$ cat src/hdl/laai_pkg.sv
/*
 * Shared definitions for the logic / add-immediate execution slice:
 * instruction field positions, opcodes, widths and the write-back carrier.
 * Assumes 32-bit instruction words and a 32-entry general register file.
 */
`default_nettype none

package laai_pkg;

   // =====================================================================
   // Word and index widths
   // =====================================================================
   localparam int unsigned XLEN = 32;      // Datapath width
   localparam int unsigned IDXW = 5;       // Register index width
   localparam int unsigned IMMW = 16;      // Immediate width
   localparam int unsigned OPW = 6;        // Primary opcode width

   // =====================================================================
   // Field positions (low bit of each field)
   // =====================================================================
   localparam int unsigned FLD_A_LSB = 27;   // First register index, 31:27
   localparam int unsigned FLD_B_LSB = 22;   // Second register index, 26:22
   localparam int unsigned FLD_C_LSB = 17;   // Result index, 21:17 (R-type)
   localparam int unsigned FLD_OPX_LSB = 11; // Extended opcode, 16:11
   localparam int unsigned FLD_SH_LSB = 6;   // Shift field, 10:6
   localparam int unsigned FLD_IMM_LSB = 6;  // Immediate, 21:6 (I-type)
   localparam int unsigned FLD_OP_LSB = 0;   // Primary opcode, 5:0

   // =====================================================================
   // Opcodes
   // =====================================================================
   localparam logic [5:0] OP_RTYPE = 6'h3a;    // Register-type group
   localparam logic [5:0] OPX_AND = 6'h0e;     // Extended code of AND
   localparam logic [5:0] OP_ANDHI = 6'h2c;    // AND into high halfword
   localparam logic [5:0] OP_ADDI_DFLT = 6'h01; // Add-immediate, overridable
   localparam logic [4:0] SHIFT_ZERO = 5'h00;  // Required shift field value
   localparam logic [15:0] HALF_ZERO = 16'h0000; // Low half of the andhi mask

   // =====================================================================
   // Write-back carrier toward the register file
   // =====================================================================
   typedef struct packed {
      logic valid;             // One-cycle write strobe
      logic [4:0] index;       // Destination register index
      logic [31:0] data;       // Value to write
   } laai_wb_t;

   // Reset value of the carrier
   localparam laai_wb_t WB_RESET = '{valid: 1'b0, index: 5'h00, data: 32'h0000_0000};

endpackage : laai_pkg

`default_nettype wire

$ cat src/hdl/laai_exec.sv
/*
 * Execute slice for register AND, AND-high-immediate and add-immediate.
 * Takes an instruction word and both operand values from the decoder and
 * register file in the same clock domain, and returns one registered
 * write-back per accepted word, one cycle later.
 * Assumes the register file presents the values indexed by the first and
 * second register fields of the word alongside it.
 */
`timescale 1ns/100ps
`default_nettype none

module laai_exec #(
   parameter logic [5:0] ADDI_OPCODE = laai_pkg::OP_ADDI_DFLT // Add-immediate code
) (
   input wire logic clk_i,                       // 100 MHz core clock
   input wire logic reset_i,                     // Asynchronous, active high
   input wire logic issue_valid_i,               // Word and operands valid
   input wire logic [31:0] instr_i,              // Instruction word
   input wire logic [31:0] first_source_reg_i,   // Value of register at field A
   input wire logic [31:0] second_operand_reg_i, // Value of register at field B
   output var laai_pkg::laai_wb_t wb_o,          // Registered write-back
   output logic illegal_o                        // Registered: word not handled
);

   // =====================================================================
   // Operation selection
   // =====================================================================
   typedef enum logic [3:0] {
      LAAI_OP_NONE  = 4'b0001,   // Nothing to do
      LAAI_OP_AND   = 4'b0010,   // Register AND
      LAAI_OP_ANDHI = 4'b0100,   // AND with high-half mask
      LAAI_OP_ADDI  = 4'b1000    // Add sign-extended immediate
   } laai_op_t;

   // Field extraction, used by the decoder only; the checks slice the word directly
   function automatic logic [4:0] fld5(input logic [31:0] w, input int unsigned lsb);
      fld5 = w[lsb +: 5];
   endfunction : fld5

   function automatic logic [5:0] fld6(input logic [31:0] w, input int unsigned lsb);
      fld6 = w[lsb +: 6];
   endfunction : fld6

   function automatic logic [15:0] fld_imm(input logic [31:0] w);
      fld_imm = w[laai_pkg::FLD_IMM_LSB +: 16];
   endfunction : fld_imm

   // Decoded fields
   logic [5:0] opcode;              // Primary opcode
   logic [5:0] opx;                 // Extended opcode
   logic [4:0] shift_fld;           // Shift field, must be zero for AND
   // First index is looked up by the register file, never here
   logic [4:0] idx_second;          // Second register index
   logic [4:0] idx_result;          // R-type result index
   logic [15:0] immediate_halfword; // Raw immediate
   laai_op_t op_sel;                // Selected operation

   // =====================================================================
   // Decode
   // =====================================================================
   // Field positions follow the I-type layout for immediates
   always_comb begin
      opcode = fld6(instr_i, laai_pkg::FLD_OP_LSB);
      // Field A arrives already resolved into first_source_reg_i
      idx_second = fld5(instr_i, laai_pkg::FLD_B_LSB);
      immediate_halfword = fld_imm(instr_i);
      opx = fld6(instr_i, laai_pkg::FLD_OPX_LSB);
      shift_fld = fld5(instr_i, laai_pkg::FLD_SH_LSB);
      idx_result = fld5(instr_i, laai_pkg::FLD_C_LSB);
   end

   // Opcode to operation; an R-type AND with nonzero shift is refused
   always_comb begin
      op_sel = LAAI_OP_NONE;
      if (opcode == laai_pkg::OP_RTYPE) begin
         // Register group: extended code and zero shift both needed
         if (opx == laai_pkg::OPX_AND && shift_fld == laai_pkg::SHIFT_ZERO) begin
            op_sel = LAAI_OP_AND;
         end
      end else if (opcode == laai_pkg::OP_ANDHI) begin
         op_sel = LAAI_OP_ANDHI;
      end else if (opcode == ADDI_OPCODE) begin
         op_sel = LAAI_OP_ADDI;
      end
   end

   // =====================================================================
   // Result computation
   // =====================================================================
   logic [31:0] hi_mask;      // Immediate over a zero low half
   logic [31:0] imm_sext;     // Sign-extended immediate
   logic [31:0] result;       // Selected result
   logic [4:0] dest_idx;      // Selected destination

   // Mask and extension are built unconditionally; cheap and glitch-free
   always_comb begin
      hi_mask = {immediate_halfword, laai_pkg::HALF_ZERO};
      imm_sext = {{16{immediate_halfword[15]}}, immediate_halfword};
   end

   // Operation mux; the add drops its carry, software detects it itself
   always_comb begin
      result = 32'h0000_0000;
      dest_idx = 5'h00;
      case (op_sel)
         LAAI_OP_AND: begin
            result = first_source_reg_i & second_operand_reg_i;
            dest_idx = idx_result;
         end
         LAAI_OP_ANDHI: begin
            result = first_source_reg_i & hi_mask;
            dest_idx = idx_second;
         end
         LAAI_OP_ADDI: begin
            result = first_source_reg_i + imm_sext;
            dest_idx = idx_second;
         end
         LAAI_OP_NONE: begin
            result = 32'h0000_0000;
            dest_idx = 5'h00;
         end
         default: begin
            result = 32'h0000_0000;
            dest_idx = 5'h00;
         end
      endcase
   end

   // =====================================================================
   // Write-back register
   // =====================================================================
   laai_pkg::laai_wb_t wb_r;    // Registered carrier
   laai_pkg::laai_wb_t wb_nxt;  // Its next value
   logic illegal_r;             // Registered refusal flag
   logic illegal_nxt;           // Its next value

   // Strobe only for recognised words; data held otherwise to save toggles
   always_comb begin
      wb_nxt = wb_r;
      wb_nxt.valid = 1'b0;
      illegal_nxt = 1'b0;
      if (issue_valid_i) begin
         if (op_sel != LAAI_OP_NONE) begin
            wb_nxt.valid = 1'b1;
            wb_nxt.index = dest_idx;
            wb_nxt.data = result;
         end else begin
            illegal_nxt = 1'b1;
         end
      end
   end

   // Carrier flop
   always_ff @(posedge clk_i or posedge reset_i) begin
      if (reset_i) begin
         wb_r <= laai_pkg::WB_RESET;
      end else begin
         wb_r <= wb_nxt;
      end
   end

   // Refusal flop
   always_ff @(posedge clk_i or posedge reset_i) begin
      if (reset_i) begin
         illegal_r <= 1'b0;
      end else begin
         illegal_r <= illegal_nxt;
      end
   end

   assign wb_o = wb_r;
   assign illegal_o = illegal_r;

   // =====================================================================
   // Checks
   // =====================================================================
   AST_AND_RESULT: assert property (@(posedge clk_i) disable iff (reset_i)
      (issue_valid_i && instr_i[5:0] == 6'h3a && instr_i[16:11] == 6'h0e && instr_i[10:6] == 5'h00)
      |=> (wb_o.valid && wb_o.data == ($past(first_source_reg_i) & $past(second_operand_reg_i))
           && wb_o.index == $past(instr_i[21:17])))
      else $error("register AND result or index wrong");

   AST_AND_SHIFT_REFUSED: assert property (@(posedge clk_i) disable iff (reset_i)
      (issue_valid_i && instr_i[5:0] == 6'h3a && instr_i[10:6] != 5'h00)
      |=> (!wb_o.valid && illegal_o))
      else $error("R-type AND with nonzero shift was executed");

   AST_ANDHI_RESULT: assert property (@(posedge clk_i) disable iff (reset_i)
      (issue_valid_i && instr_i[5:0] == 6'h2c)
      |=> (wb_o.valid && wb_o.data[15:0] == 16'h0000
           && wb_o.data[31:16] == ($past(first_source_reg_i[31:16]) & $past(instr_i[21:6]))))
      else $error("andhi result wrong");

   AST_ANDHI_DEST: assert property (@(posedge clk_i) disable iff (reset_i)
      (issue_valid_i && instr_i[5:0] == 6'h2c) |=> (wb_o.index == $past(instr_i[26:22]) && !illegal_o))
      else $error("andhi destination wrong");

   AST_ADDI_DEST: assert property (@(posedge clk_i) disable iff (reset_i)
      (issue_valid_i && instr_i[5:0] == ADDI_OPCODE) |=> (wb_o.valid && wb_o.index == $past(instr_i[26:22])))
      else $error("addi destination wrong");

   AST_ADDI_SUM: assert property (@(posedge clk_i) disable iff (reset_i)
      (issue_valid_i && instr_i[5:0] == ADDI_OPCODE)
      |=> (wb_o.data == $past(first_source_reg_i) + {{16{$past(instr_i[21])}}, $past(instr_i[21:6])}))
      else $error("addi sum wrong");

   AST_IDLE_QUIET: assert property (@(posedge clk_i) disable iff (reset_i)
      !issue_valid_i |=> (!wb_o.valid && !illegal_o))
      else $error("write-back without an issued word");

   AST_ONE_OUTCOME: assert property (@(posedge clk_i) disable iff (reset_i)
      issue_valid_i |=> (wb_o.valid != illegal_o))
      else $error("issued word had no single outcome");

endmodule : laai_exec

`default_nettype wire

$ cat config.mk
export PLATFORM = sky130hd
export DESIGN_NAME = laai_exec
export DESIGN_NICKNAME = d
export VERILOG_FILES = /design/src/hdl/laai_pkg.sv /design/src/hdl/laai_exec.sv
export SDC_FILE = /design/constraint.sdc
export NUM_CORES = 1
export LEC_CHECK = 0
export BUFFER_PORTS_ARGS = -buffer_cell sky130_fd_sc_hd__buf_2
export CORE_UTILIZATION = 45
export DETAILED_ROUTE_END_ITERATION = 8
export PLACE_DENSITY = 0.75
export SYNTH_ARGS = -nofsm -noshare
export SYNTH_HDL_FRONTEND = slang
export SYNTH_SLANG_ARGS = --single-unit
$ cat constraint.sdc
create_clock -name clk_i -period 1.7 [get_ports clk_i]
set_clock_uncertainty 0.2 [all_clocks]
set_input_delay 0.255 -clock clk_i [delete_from_list [all_inputs] [get_ports clk_i]]
set_output_delay 0.255 -clock clk_i [all_outputs]
set_load 0.01 [all_outputs]
* Word level (Yosys, flattened, before mapping)
Index checks and enable logic that the tools add are counted.
** Word-level totals
- Input port bits :: 99
- Register bits :: 39
- Word-level logic and storage cells :: 29
- Output and inout bits :: 39
** Cells by class
- Bitwise gates (word level) :: 2
- Multiplexer cells :: 10
- Add/sub/neg operators :: 1
- Reductions and logical operators :: 4
- Equality and inequality tests :: 8
** Operator list (number)
- 32-bit one-hot mux with 3 select lines :: 1
- 38-bit 2-to-1 mux :: 2
- 32-bit AND :: 2
- 32-bit adder :: 1
- 6-bit == test (second input constant) :: 2
- 4-bit 2-to-1 mux :: 3
- 5-bit one-hot mux with 2 select lines :: 1
- 6-bit by 1-bit == test with 1-bit output (second input constant) :: 1
- 6-bit by 4-bit == test with 1-bit output (second input constant) :: 1
- 5-bit zero test :: 1
- 4-bit by 2-bit == test with 1-bit output (second input constant) :: 1
- 4-bit by 3-bit == test with 1-bit output (second input constant) :: 1
- 4-bit == test (second input constant) :: 1
- 4-bit by 1-bit != test with 1-bit output (second input constant) :: 1
- 1-bit 2-to-1 mux :: 2
- 2-bit 2-to-1 mux :: 1
- 2-bit AND reduction :: 1
- 2-bit OR reduction :: 1
- 1-bit logical AND :: 1

* Longest topological paths before layout
Gate-level depths: netlist of run 1.
- Depth in word-level cells :: 9
- Gate-level depth with buffers :: 11
- Mapped depth without buffers :: 11

* Worst setup path before layout of run 1
Ideal clock, no wire load.
- Kind :: input-to-reg
- Start point :: input instr_i[6]
- End point :: register wb_r, in the netlist wb_o[28]
- Required time :: 1376 ps
- Arrival time :: 2710 ps
- Setup time :: 124 ps
- Setup slack :: -1334 ps
- Buffers on the path :: 0
- Stages :: 11
- Path through :: ha_1 > fa_1 > a21o_1 > a21oi_4 > o21ai_2 > a2111oi_4 > o21ba_4 > and4b_1 > a2111oi_4 > mux2i_1 > a211o_1
** On the way
- Word-level cells in the longest chain between the ends :: 6
- Elaborated cells on any way between the ends :: 11
- Classes of those cells :: 1 x add/sub; 4 x eq/ne; 3 x mux; 3 x reduce/logical
** Ends and longest elaborated chain
- start: declaration :: line laai_exec.sv:18 : input wire logic [31:0] instr_i,
- parallel branches: the longest is 6 deep, another holds 32-bit adder
- end signal: assignment :: line laai_exec.sv:156 : wb_r <= laai_pkg::WB_RESET;
- end signal: assignment :: line laai_exec.sv:158 : wb_r <= wb_nxt;
- end: declaration :: line laai_exec.sv:132 : laai_pkg::laai_wb_t wb_r;
Parallel ways; which one is timed is not known.
A chain may end at the register's enable or synchronous reset.

* Worst setup path after layout of run 1
- Start point :: input instr_i[6]
- End point :: register wb_r, in the netlist wb_o[16]
Same word-level chain as after synthesis.

==> results.md, run 1 <==
- DRC Markers: 0
- Syn. warnings: 0
- # setup viols final: 39
- Largest net degree at the start of global routing: 40
- Worst Hold Class: input port to flop
- Critical Path Sink: wb_o[16]
- Status: finished with violations
- Post-synth top flop: dfrtp_1
- P_int: 0.00252 W
- Setup CP Type: input port to flop
- Starting Density: 47.1%
- Worst-Margin Slew: 0.565 ns
- Placed Area: 0.00546 mm2
- Net load switching power: 0.00147 W
- Clock-pin transition on the worst setup and hold timing paths: 0.09 ns
- Core Box Area: 0.00737 mm2
- Sw Share: 36.8%
- Die footprint: 0.00807 mm2
- EDFF count, synth: 0
- Seq/Total Area, Yosys: 28.1%
- Fill count: 276
- Share of cells above drive strength 1: 59.7%
- Pre-Repair DR Iteration Count: 8
- Clock Power Share: 21.4%
- Vias in the first global route: 5256
- Root Driver: clkbuf_8
- Post-route cell area: 0.00669 mm2
- CTS tree: done
- Port Buffers: 132
- Final Max Slew Viols: 0
- Critical Path End Type: flop
- P_leak: 3.16 nW
- R2R depth: 2
- Synth area leaders: dfrtp_1 28%, ha_1 12%, o21ai_0 5.5%
- Slew headroom: 62.4%
- Syn Nets: 535
- RSZ-0062 raised after global routing: true
- Placed cell count: 743
- Clk buf depth: 2
- DR iter-0 viols: 661
- Placer Congestion: 1.02
- Required time worst endpoint: 1.64 ns
- # nets final: 821
- Cell variety after synth: 51
- Synth top cells by count: 44 x nand2_1, 39 x dfrtp_1, 38 x o21ai_0, 32 x ha_1, 30 x a21oi_1
- Area leader, netlist: dfrtp_1
- Post-DP HPWL: 10500 um
- Via-to-Cell Ratio: 6.95
- Critical Path AT: 3.23 ns
- Max-cap violations: 0
- Die Y-Extent: 89.8 um
- GRT Overall Usage: 43.3%
- Seq pwr share: 26.5%
- Syn Area/Cell: 8.61 um2
- Logic gate share of total power: 52.1%
- DRT Wirelength: 21500 um
- Global-route wire length before repair: 27400 um
- Final Hold Vio Count: 0
- Share of the synthesized area in the top cell type: 28.1%
- FF-to-FF End: wb_o[16]
- Crit Path Max Fanout: 2
- CP Launch Point: instr_i[6]
- Die X: 89.8 um
- Setup slack after layout: -1.59 ns
- Post-synth ARST share: 100%
- PD cells: 597 mW/mm2
- Area growth from synthesis to final layout: 92.7%
- Rows: 31
- Reg-to-reg setup timing slack: 0.61 ns
- Fin crit period: 3.29 ns
- Finished Layout Cells: 790
- Reg2reg start: wb_o[16]
- Failing checks: setup timing
- H-Tree Depth: 2
- Via Count: 5494
- Final period utilization: 194%
- Cells after Synth: 403
- Peak supply drop: 0.443 mV
- I/O Pins: 138
- Achievable Freq: 304 MHz
- GRT overflow: 0
- Routed len/inst: 27.2 um
- Total CTS buffers: 5
- Final hold slack: 0.0246 ns
- Final ANT Viol Nets: 0
- Sink Count: 39
- Seq cells post-synth: 39
- Synthesized area: 0.00347 mm2
- Critical Path Start Type: input port
- Most common cell in the netlist: nand2_1
- Worst skew pair latency: 0.29 ns
- Initial antenna violation count: 0
==> state kept, by name, summed over array words and instances, names as in the netlist <==
signal / count
illegal_o: 1
wb_o: 38
==> worst min path at each step <==
stage                                start       end  cells after the start  slack (ns)
floorplan           first_source_reg_i[22]  wb_o[22]                      2        0.19
global placement                   reset_i   wb_o[1]                      3        0.21
detailed placement                 reset_i   wb_o[2]                      3        0.22
CTS                 first_source_reg_i[26]  wb_o[26]                      3        0.02
global route        first_source_reg_i[29]  wb_o[29]                      3        0.04
finish              first_source_reg_i[29]  wb_o[29]                      3        0.02
==> metal layers <==
metal  global-route usage [%]  routed length [um]  share of wire (%)
met5                        0                   0                  0
met4                     28.0                2220                 10
met3                     7.87                2860                 13
met2                     73.9                9490                 44
met1                     49.6                6900                 32
==> stage by stage <==
step / TNS [ns] / worst slack [ns] / util, % / total power, W
after CTS: -17.65 / -0.991 / 85.5 / 0.00359
final: -25.79 / -1.59 / 90.7 / 0.00400
after global placement: -31.04 / -1.30 / 74.1 / 0.00249
after detailed placement: -33.00 / -1.36 / 74.1 / 0.00254
after floorplan: -14.95 / -1.13 / - / 0.00183
after global routing: -27.47 / -1.53 / 90.7 / 0.00411
==> final cells by class <==
class / count / area, um2 / area share, %
Multi-Input combinational cell: 336 / 3200 / 47.8
Timing Repair Buffer: 299 / 2240 / 33.5
Sequential cell: 39 / 976 / 14.6
Tap cell: 99 / 124 / 1.85
Clock buffer: 6 / 82.6 / 1.23
Clock inverter: 2 / 35.0 / 0.524
Inverter: 8 / 30.0 / 0.449
Antenna cell: 1 / 2.50 / 0.0374
==> cell families (layout without fill, tap and decap cells) <==
logic type               Yosys count  after routing  synth area share, %
AO/OA/AOI/OAI                    174            174                 35.8
AND/OR/NAND/NOR                   99             99                 13.2
flip-flops                        39             39                 28.1
adder cells (fa/ha/maj)           33             33                 12.1
buffers and inverters             28            315                 3.06
XOR/XNOR                          27             27                 6.81
multiplexers                       3              3                0.865
other                              0              1                    0
==> cells in the final DEF (no fill, tap or decap), types with 3 or more instances in the layout <==
cell / synthesis / layout
ha_1: 32 / 10
a21o_1: 13 / 13
a32oi_2: 0 / 3
a32oi_1: 15 / 12
xor2_1: 11 / 10
a22o_1: 16 / 16
o21bai_1: 6 / 6
o21ai_2: 2 / 8
o21ai_1: 1 / 23
o211ai_1: 3 / 3
a2111oi_4: 2 / 4
buf_8: 0 / 6
a21oi_2: 0 / 8
buf_12: 0 / 5
a21oi_1: 30 / 13
dfrtp_1: 39 / 39
clkbuf_8: 0 / 6
xnor2_2: 0 / 6
a22oi_2: 0 / 4
buf_6: 0 / 37
o21ai_4: 0 / 5
o21a_1: 4 / 4
a21oi_4: 1 / 10
ha_4: 0 / 20
a22oi_1: 24 / 20
inv_1: 8 / 7
nand2_2: 0 / 6
nand2_1: 44 / 36
mux2i_1: 3 / 3
nand3_1: 8 / 6
buf_2: 1 / 119
nor2_2: 0 / 4
o21ai_0: 38 / 5
nor2_1: 26 / 22
xnor2_1: 16 / 10
and3_1: 4 / 3
buf_4: 0 / 129
==> worst max-delay path: stages <==
cell	delay, ns
buf_8	0.10
ha_4	0.16
fa_2	0.37
a21o_1	0.20
a21oi_4	0.16
o21ai_4	0.09
a2111oi_4	0.54
buf_4	0.22
o31ai_4	0.06
buf_6	0.13
a31oi_2	0.18
xnor2_1	0.16
a22oi_2	0.40
o21ai_2	0.19
==> what timing repair did <==
action / in CTS / in global routing
gates cloned: 4 / 0
gates resized for setup: 98 / 65
pin swaps: 53 / 63
hold buffers: 1 / 0
setup buffers: 27 / 13
hold endpoints to repair: 39 / 0
setup endpoints to repair: 38 / 39
==> power by group through the flow <==
stage / registers, W / clock network [W] / logic [W]
final: 0.00106 / 0.000855 / 0.00208
after global routing: 0.00106 / 0.000886 / 0.00216
after CTS: 0.00105 / 0.000850 / 0.00169
after detailed placement: 0.00107 / 0 / 0.00147
after global placement: 0.00106 / 0 / 0.00142
after floorplan: 0.00110 / 0 / 0.000731
Power figures use the tool's default switching activity.
==> run 2: changes to the inputs <==
--- a/config.mk
+++ b/config.mk
@@ -9,6 +9,7 @@
 export CORE_UTILIZATION = 45
 export DETAILED_ROUTE_END_ITERATION = 8
 export PLACE_DENSITY = 0.75
+export SETUP_SLACK_MARGIN = 0.05
 export SYNTH_ARGS = -nofsm -noshare
 export SYNTH_HDL_FRONTEND = slang
 export SYNTH_SLANG_ARGS = --single-unit
==> run 2 against run 1 <==
The run still ends with setup timing left. Die area unchanged. Critical path depth down 2. Design area down 2.3%. Combinational power down 4%. Register-to-register slack worse by 0.02 ns. Critical path type unchanged. Worst setup slack better by 0.43 ns.
==> results.md, run 2 (synthesized netlist as in run 1, its figures left out) <==
- H-Tree Depth: 2
- Critical Path AT: 2.85 ns
- Failing checks: setup timing
- Setup slack at placement: -1.35 ns
- Post-route cell area: 0.00653 mm2
- Rows: 31
- Placed Area: 0.00540 mm2
- Seq pwr share: 28.4%
- Die X: 89.8 um
- GRT overflow: 0
- Worst Hold Class: input port to flop
- R2R depth: 2
- Critical Path End Type: flop
- Vias in the first global route: 5275
- Clock-pin transition on the worst setup and hold timing paths: 0.08 ns
- Clock Power Share: 18.4%
- Core Box Area: 0.00737 mm2
- I/O Pins: 138
- Largest net degree at the start of global routing: 40
- Die Y-Extent: 89.8 um
- Achievable Freq: 350 MHz
- Global-route wire length before repair: 28500 um
- Root Driver: clkbuf_8
- Final Hold Vio Count: 0
- Crit Path Max Fanout: 2
- DRC Markers: 0
- Final ANT Viol Nets: 0
- Largest register FFs: 38
- DRT Wirelength: 22300 um
- Port Buffers: 132
- Leading cell type in the layout, fill and taps excluded: buf_4
- Post-layout util: 88.7%
- RSZ-0062 raised after global routing: true
- P_int: 0.00226 W
- Pre-Repair DR Iteration Count: 6
- Most frequent cells in the layout: 131 x buf_4, 120 x buf_2, 39 x dfrtp_1, 34 x nand2_1, 23 x buf_6
- Slew headroom: 62.0%
- Area growth from synthesis to final layout: 88.2%
- Max-cap violations: 0
- P_leak: 3.08 nW
- Net load switching power: 0.00150 W
- Setup CP Type: input port to flop
- Routed len/inst: 28.3 um
- PD cells: 574 mW/mm2
- Worst hold path depth: 3
- Via-to-Cell Ratio: 7.15
- Peak supply drop: 0.363 mV
- Die footprint: 0.00807 mm2
- Worst-Margin Slew: 0.570 ns
- Final Max Slew Viols: 0
- # setup viols final: 39
- Setup slack after layout: -1.16 ns
- # nets final: 816
- Post-DP HPWL: 10300 um
- CTS tree: done
- Logic gate share of total power: 53.1%
- Via Count: 5616
- Sink Count: 39
- Starting Density: 47.1%
- Initial antenna violation count: 2
- Total CTS buffers: 5
- Critical Path Start Type: input port
- Sw Share: 39.9%
- GRT Overall Usage: 45.9%
- Worst skew pair latency: 0.31 ns
- Placer Congestion: 0.971
- Final period utilization: 168%
- Fin crit period: 2.86 ns
- Required time worst endpoint: 1.69 ns
- Status: finished with violations
- DR iter-0 viols: 784
- Share of cells above drive strength 1: 58.4%
- Clk buf depth: 2
- Total Negative Setup Slacks: -28.34 ns
==> run 2: power groups by stage <==
stage | logic (W) | registers, W | clock network [W]
after global placement | 0.00140 | 0.00106 | 0
after detailed placement | 0.00144 | 0.00107 | 0
after CTS | 0.00163 | 0.00105 | 0.000658
after floorplan | 0.000731 | 0.00110 | 0
final | 0.00199 | 0.00107 | 0.000692
after global routing | 0.00206 | 0.00107 | 0.000722
==> run 2: final timing paths <==
path | start | end | slack, ns
worst max register to register | wb_o[25] | wb_o[25] | 0.59
min in group asynchronous | reset_i | wb_o[4] | 0.45
max in group asynchronous | reset_i | wb_o[16] | 0.45
worst min-delay path | first_source_reg_i[30] | wb_o[30] | 0.0001
worst max-delay path | first_source_reg_i[0] | wb_o[28] | -1.16
worst min register to register | wb_o[23] | wb_o[23] | 0.30
==> run 2: critical path, cell delays in order <==
cell and delay (ns):
buf_8 0.10, ha_4 0.16, fa_2 0.36, a21o_1 0.22, a21oi_4 0.18, o21ai_4 0.09
a2111oi_4 0.37, o21ba_4 0.19, and4b_1 0.22, a2111oi_4 0.22, mux2i_1 0.15, a211o_1 0.32
==> run 2: layout make-up <==
cell class / instances / area (um2)
diodes: 2 / 5.00
clock buffers: 7 / 76.3
clock inverters: 1 / 5.00
fillers: 320 / 836
inverters: 8 / 35.0
multi-input cells: 336 / 3110
flip-flops and latches: 39 / 976
well taps: 99 / 124
repair buffers: 294 / 2200
==> run 2: timing repair <==
item / in CTS / in global routing
hold buffers: 1 / 0
setup buffers: 21 / 19
cloned: 4 / 1
hold endpoints to repair: 39 / 0
setup endpoints to repair: 39 / 39
pin swaps: 52 / 50
resized for setup: 100 / 61
==> run 2: metal layers <==
layer	wire length [um]	track usage (%)	up-vias
met5	11	3.21	-
met4	2860	37.4	2
li1	-	-	2113
met2	9450	73.2	689
met3	3160	12.1	290
met1	6800	51.3	2522
==> run 2: stage by stage <==
stage               total power [W]  cells  hold slack [ns]
floorplan                   0.00183    403            0.194
global placement            0.00246    737            0.200
detailed placement          0.00250    737            0.218
CTS                         0.00333    770           0.0101
global route                0.00385    785           0.0186
finish                      0.00375    786        0.0000951
==> run 3: changes to the inputs <==
--- a/config.mk
+++ b/config.mk
@@ -5,7 +5,7 @@
 export SDC_FILE = /design/constraint.sdc
 export NUM_CORES = 1
 export LEC_CHECK = 0
-export BUFFER_PORTS_ARGS = -buffer_cell sky130_fd_sc_hd__buf_2
+export BUFFER_PORTS_ARGS = -buffer_cell sky130_fd_sc_hd__clkbuf_2
 export CORE_UTILIZATION = 45
 export DETAILED_ROUTE_END_ITERATION = 8
 export PLACE_DENSITY = 0.75
==> run 3 against run 2 <==
The run still ends with setup timing left. Sequential share of layout area is 0.33 points lower. Clock power is 24% higher. Cell count is 1.4% higher. Global-route usage is 1.6 points lower.
==> results.md, run 3 (synthesized netlist as in run 1, its figures left out) <==
- Starting Density: 47.1%
- Share of cells above drive strength 1: 59.3%
- Root Driver: clkbuf_8
- P_int: 0.00246 W
- GRT Overall Usage: 44.3%
- Final Max Slew Viols: 0
- Clock-pin transition on the worst setup and hold timing paths: 0.09 ns
- Largest net degree at the start of global routing: 40
- Core Box Area: 0.00737 mm2
- Final period utilization: 171%
- Fill count: 302
- Worst Hold Class: input port to flop
- Failing checks: setup timing
- Largest register FFs: 38
- Via-to-Cell Ratio: 7.17
- Worst skew pair latency: 0.31 ns
- Die footprint: 0.00807 mm2
- Pre-Repair DR Iteration Count: 8
- Setup slack after layout: -1.21 ns
- Peak supply drop: 0.378 mV
- Placed cell count: 746
- Reg-to-reg setup timing slack: 0.57 ns
- DR iter-0 viols: 679
- Logic gate share of total power: 51.9%
- Net load switching power: 0.00155 W
- Critical Path Start Type: input port
- Routed len/inst: 28.3 um
- Vias in the first global route: 5371
- Antenna Cells: 0
- Die X: 89.8 um
- Reg2reg start: wb_o[19]
- Worst-Margin Slew: 0.572 ns
- Final ANT Viol Nets: 0
- Final Hold Vio Count: 0
- Status: finished with violations
- Via Count: 5713
- Sink Count: 39
- # nets final: 829
- R2R depth: 2
- DRT Wirelength: 22600 um
- Slew headroom: 61.9%
- PnR Total Power: 0.00401 W
- # setup viols final: 39
- Required time worst endpoint: 1.69 ns
- Worst Hold End: wb_o[29]
- Total CTS buffers: 5
- Critical Path End Type: flop
- Seq pwr share: 26.7%
- PD cells: 600 mW/mm2
- Area growth from synthesis to final layout: 92.5%
- Global-route wire length before repair: 27900 um
- Flip-flop and latch area: 976 um2
- Post-DP HPWL: 10500 um
- Initial antenna violation count: 1
- FF-to-FF End: wb_o[19]
- Port Buffers: 132
- Clk buf depth: 2
- RSZ-0062 raised after global routing: true
- Clock Power Share: 21.4%
- I/O Pins: 138
- Die Y-Extent: 89.8 um
- Sw Share: 38.6%
- Finished Layout Cells: 797
- Footprint of the multi-input gates: 0.00311 mm2
- P_leak: 3.17 nW
- Placer Congestion: 0.968
- CTS tree: done
- Crit Path Max Fanout: 2
- Critical Path AT: 2.89 ns
- GRT overflow: 0
- Worst hold path depth: 3
- Achievable Freq: 344 MHz
- H-Tree Depth: 2
- Leading cell type in the layout, fill and taps excluded: buf_4
- Max-cap violations: 0
- HP Start: first_source_reg_i[29]
- Setup CP Type: input port to flop
- Rows: 31
- Most frequent cells in the layout: 134 x buf_4, 119 x clkbuf_2, 39 x dfrtp_1, 34 x nand2_1, 34 x buf_6
- Fin crit period: 2.91 ns
- DRC Markers: 0
## run 3: cell count changes in the layout (fill, tap and decap cells not counted), moves of 4 or more
| cell | before | now |
|---|---|---|
| nand2_2 | 3 | 9 |
| o21ai_1 | 20 | 29 |
| o21ai_4 | 7 | 3 |
| buf_6 | 23 | 34 |
| nand2_4 | 7 | 1 |
| o21ai_2 | 9 | 5 |
| buf_2 | 120 | 0 |
| clkbuf_8 | 5 | 9 |
| clkbuf_2 | 0 | 119 |
## run 3: worst max path at each step
stage	startpoint	to	cells past startpoint	slack, ns
2_1_floorplan	instr_i[6]	wb_o[28]	11	-1.13
3_3_place_gp	instr_i[6]	wb_o[28]	12	-1.30
3_5_place_dp	instr_i[6]	wb_o[28]	12	-1.38
4_1_cts	instr_i[6]	wb_o[28]	12	-1.02
5_1_grt	instr_i[6]	wb_o[16]	14	-1.28
6_report	instr_i[6]	wb_o[18]	13	-1.21
## run 3: final cells by class
| cell class | count | share of cell area (%) |
|---|---|---|
| timing repair buffer | 307 | 34.9 |
| multi-input combinational | 336 | 46.5 |
| tap | 99 | 1.85 |
| sequential | 39 | 14.6 |
| inverter | 8 | 0.449 |
| clock buffer | 5 | 1.03 |
| clock inverter | 3 | 0.655 |
## run 3: per-stage QoR
stage | TNS (ns) | utilization (%) | hold WS (ns) | instance area [um2] | setup slack, ns
final | -25.19 | 90.7 | 0.00815 | 6680 | -1.21
after global routing | -29.03 | 90.7 | 0.0300 | 6680 | -1.28
after CTS | -20.06 | 86.6 | 0.0252 | 6380 | -1.02
after detailed placement | -31.71 | 74.5 | 0.198 | 5490 | -1.38
after global placement | -30.34 | 74.5 | 0.186 | 5490 | -1.30
after floorplan | -14.95 | - | 0.194 | 3890 | -1.13
## run 3: power by group through the flow
stage | logic [W] | clock network, W | registers (W)
after floorplan | 0.000731 | 0 | 0.00110
after CTS | 0.00168 | 0.000817 | 0.00105
after detailed placement | 0.00147 | 0 | 0.00107
final | 0.00208 | 0.000856 | 0.00107
after global routing | 0.00215 | 0.000886 | 0.00108
after global placement | 0.00143 | 0 | 0.00107
## run 3: layer usage
metal | up-vias | share of wire (%) | global-route usage, %
li1 | 2134 | - | -
met5 | - | 0 | 0
met3 | 283 | 14 | 10.7
met4 | 0 | 11 | 33.6
met2 | 684 | 43 | 72.8
met1 | 2612 | 31 | 49.7
## run 3: what timing repair did
item | CTS | global route
cloned | 5 | 2
buffers inserted | 30 | 26
pin swaps | 68 | 69
hold buffers | 1 | 0
resized for setup | 95 | 71
endpoints found under the hold margin | 39 | 0
setup endpoints to repair | 39 | 39
## run 3: critical path: stages
cell	delay, ns
buf_8	0.10
ha_4	0.17
fa_2	0.38
a21o_1	0.20
a21oi_4	0.18
o21ai_4	0.08
a2111oi_4	0.37
buf_4	0.21
o31ai_4	0.07
a221o_1	0.35
a21oi_2	0.22
xor2_1	0.20
o21ai_1	0.09
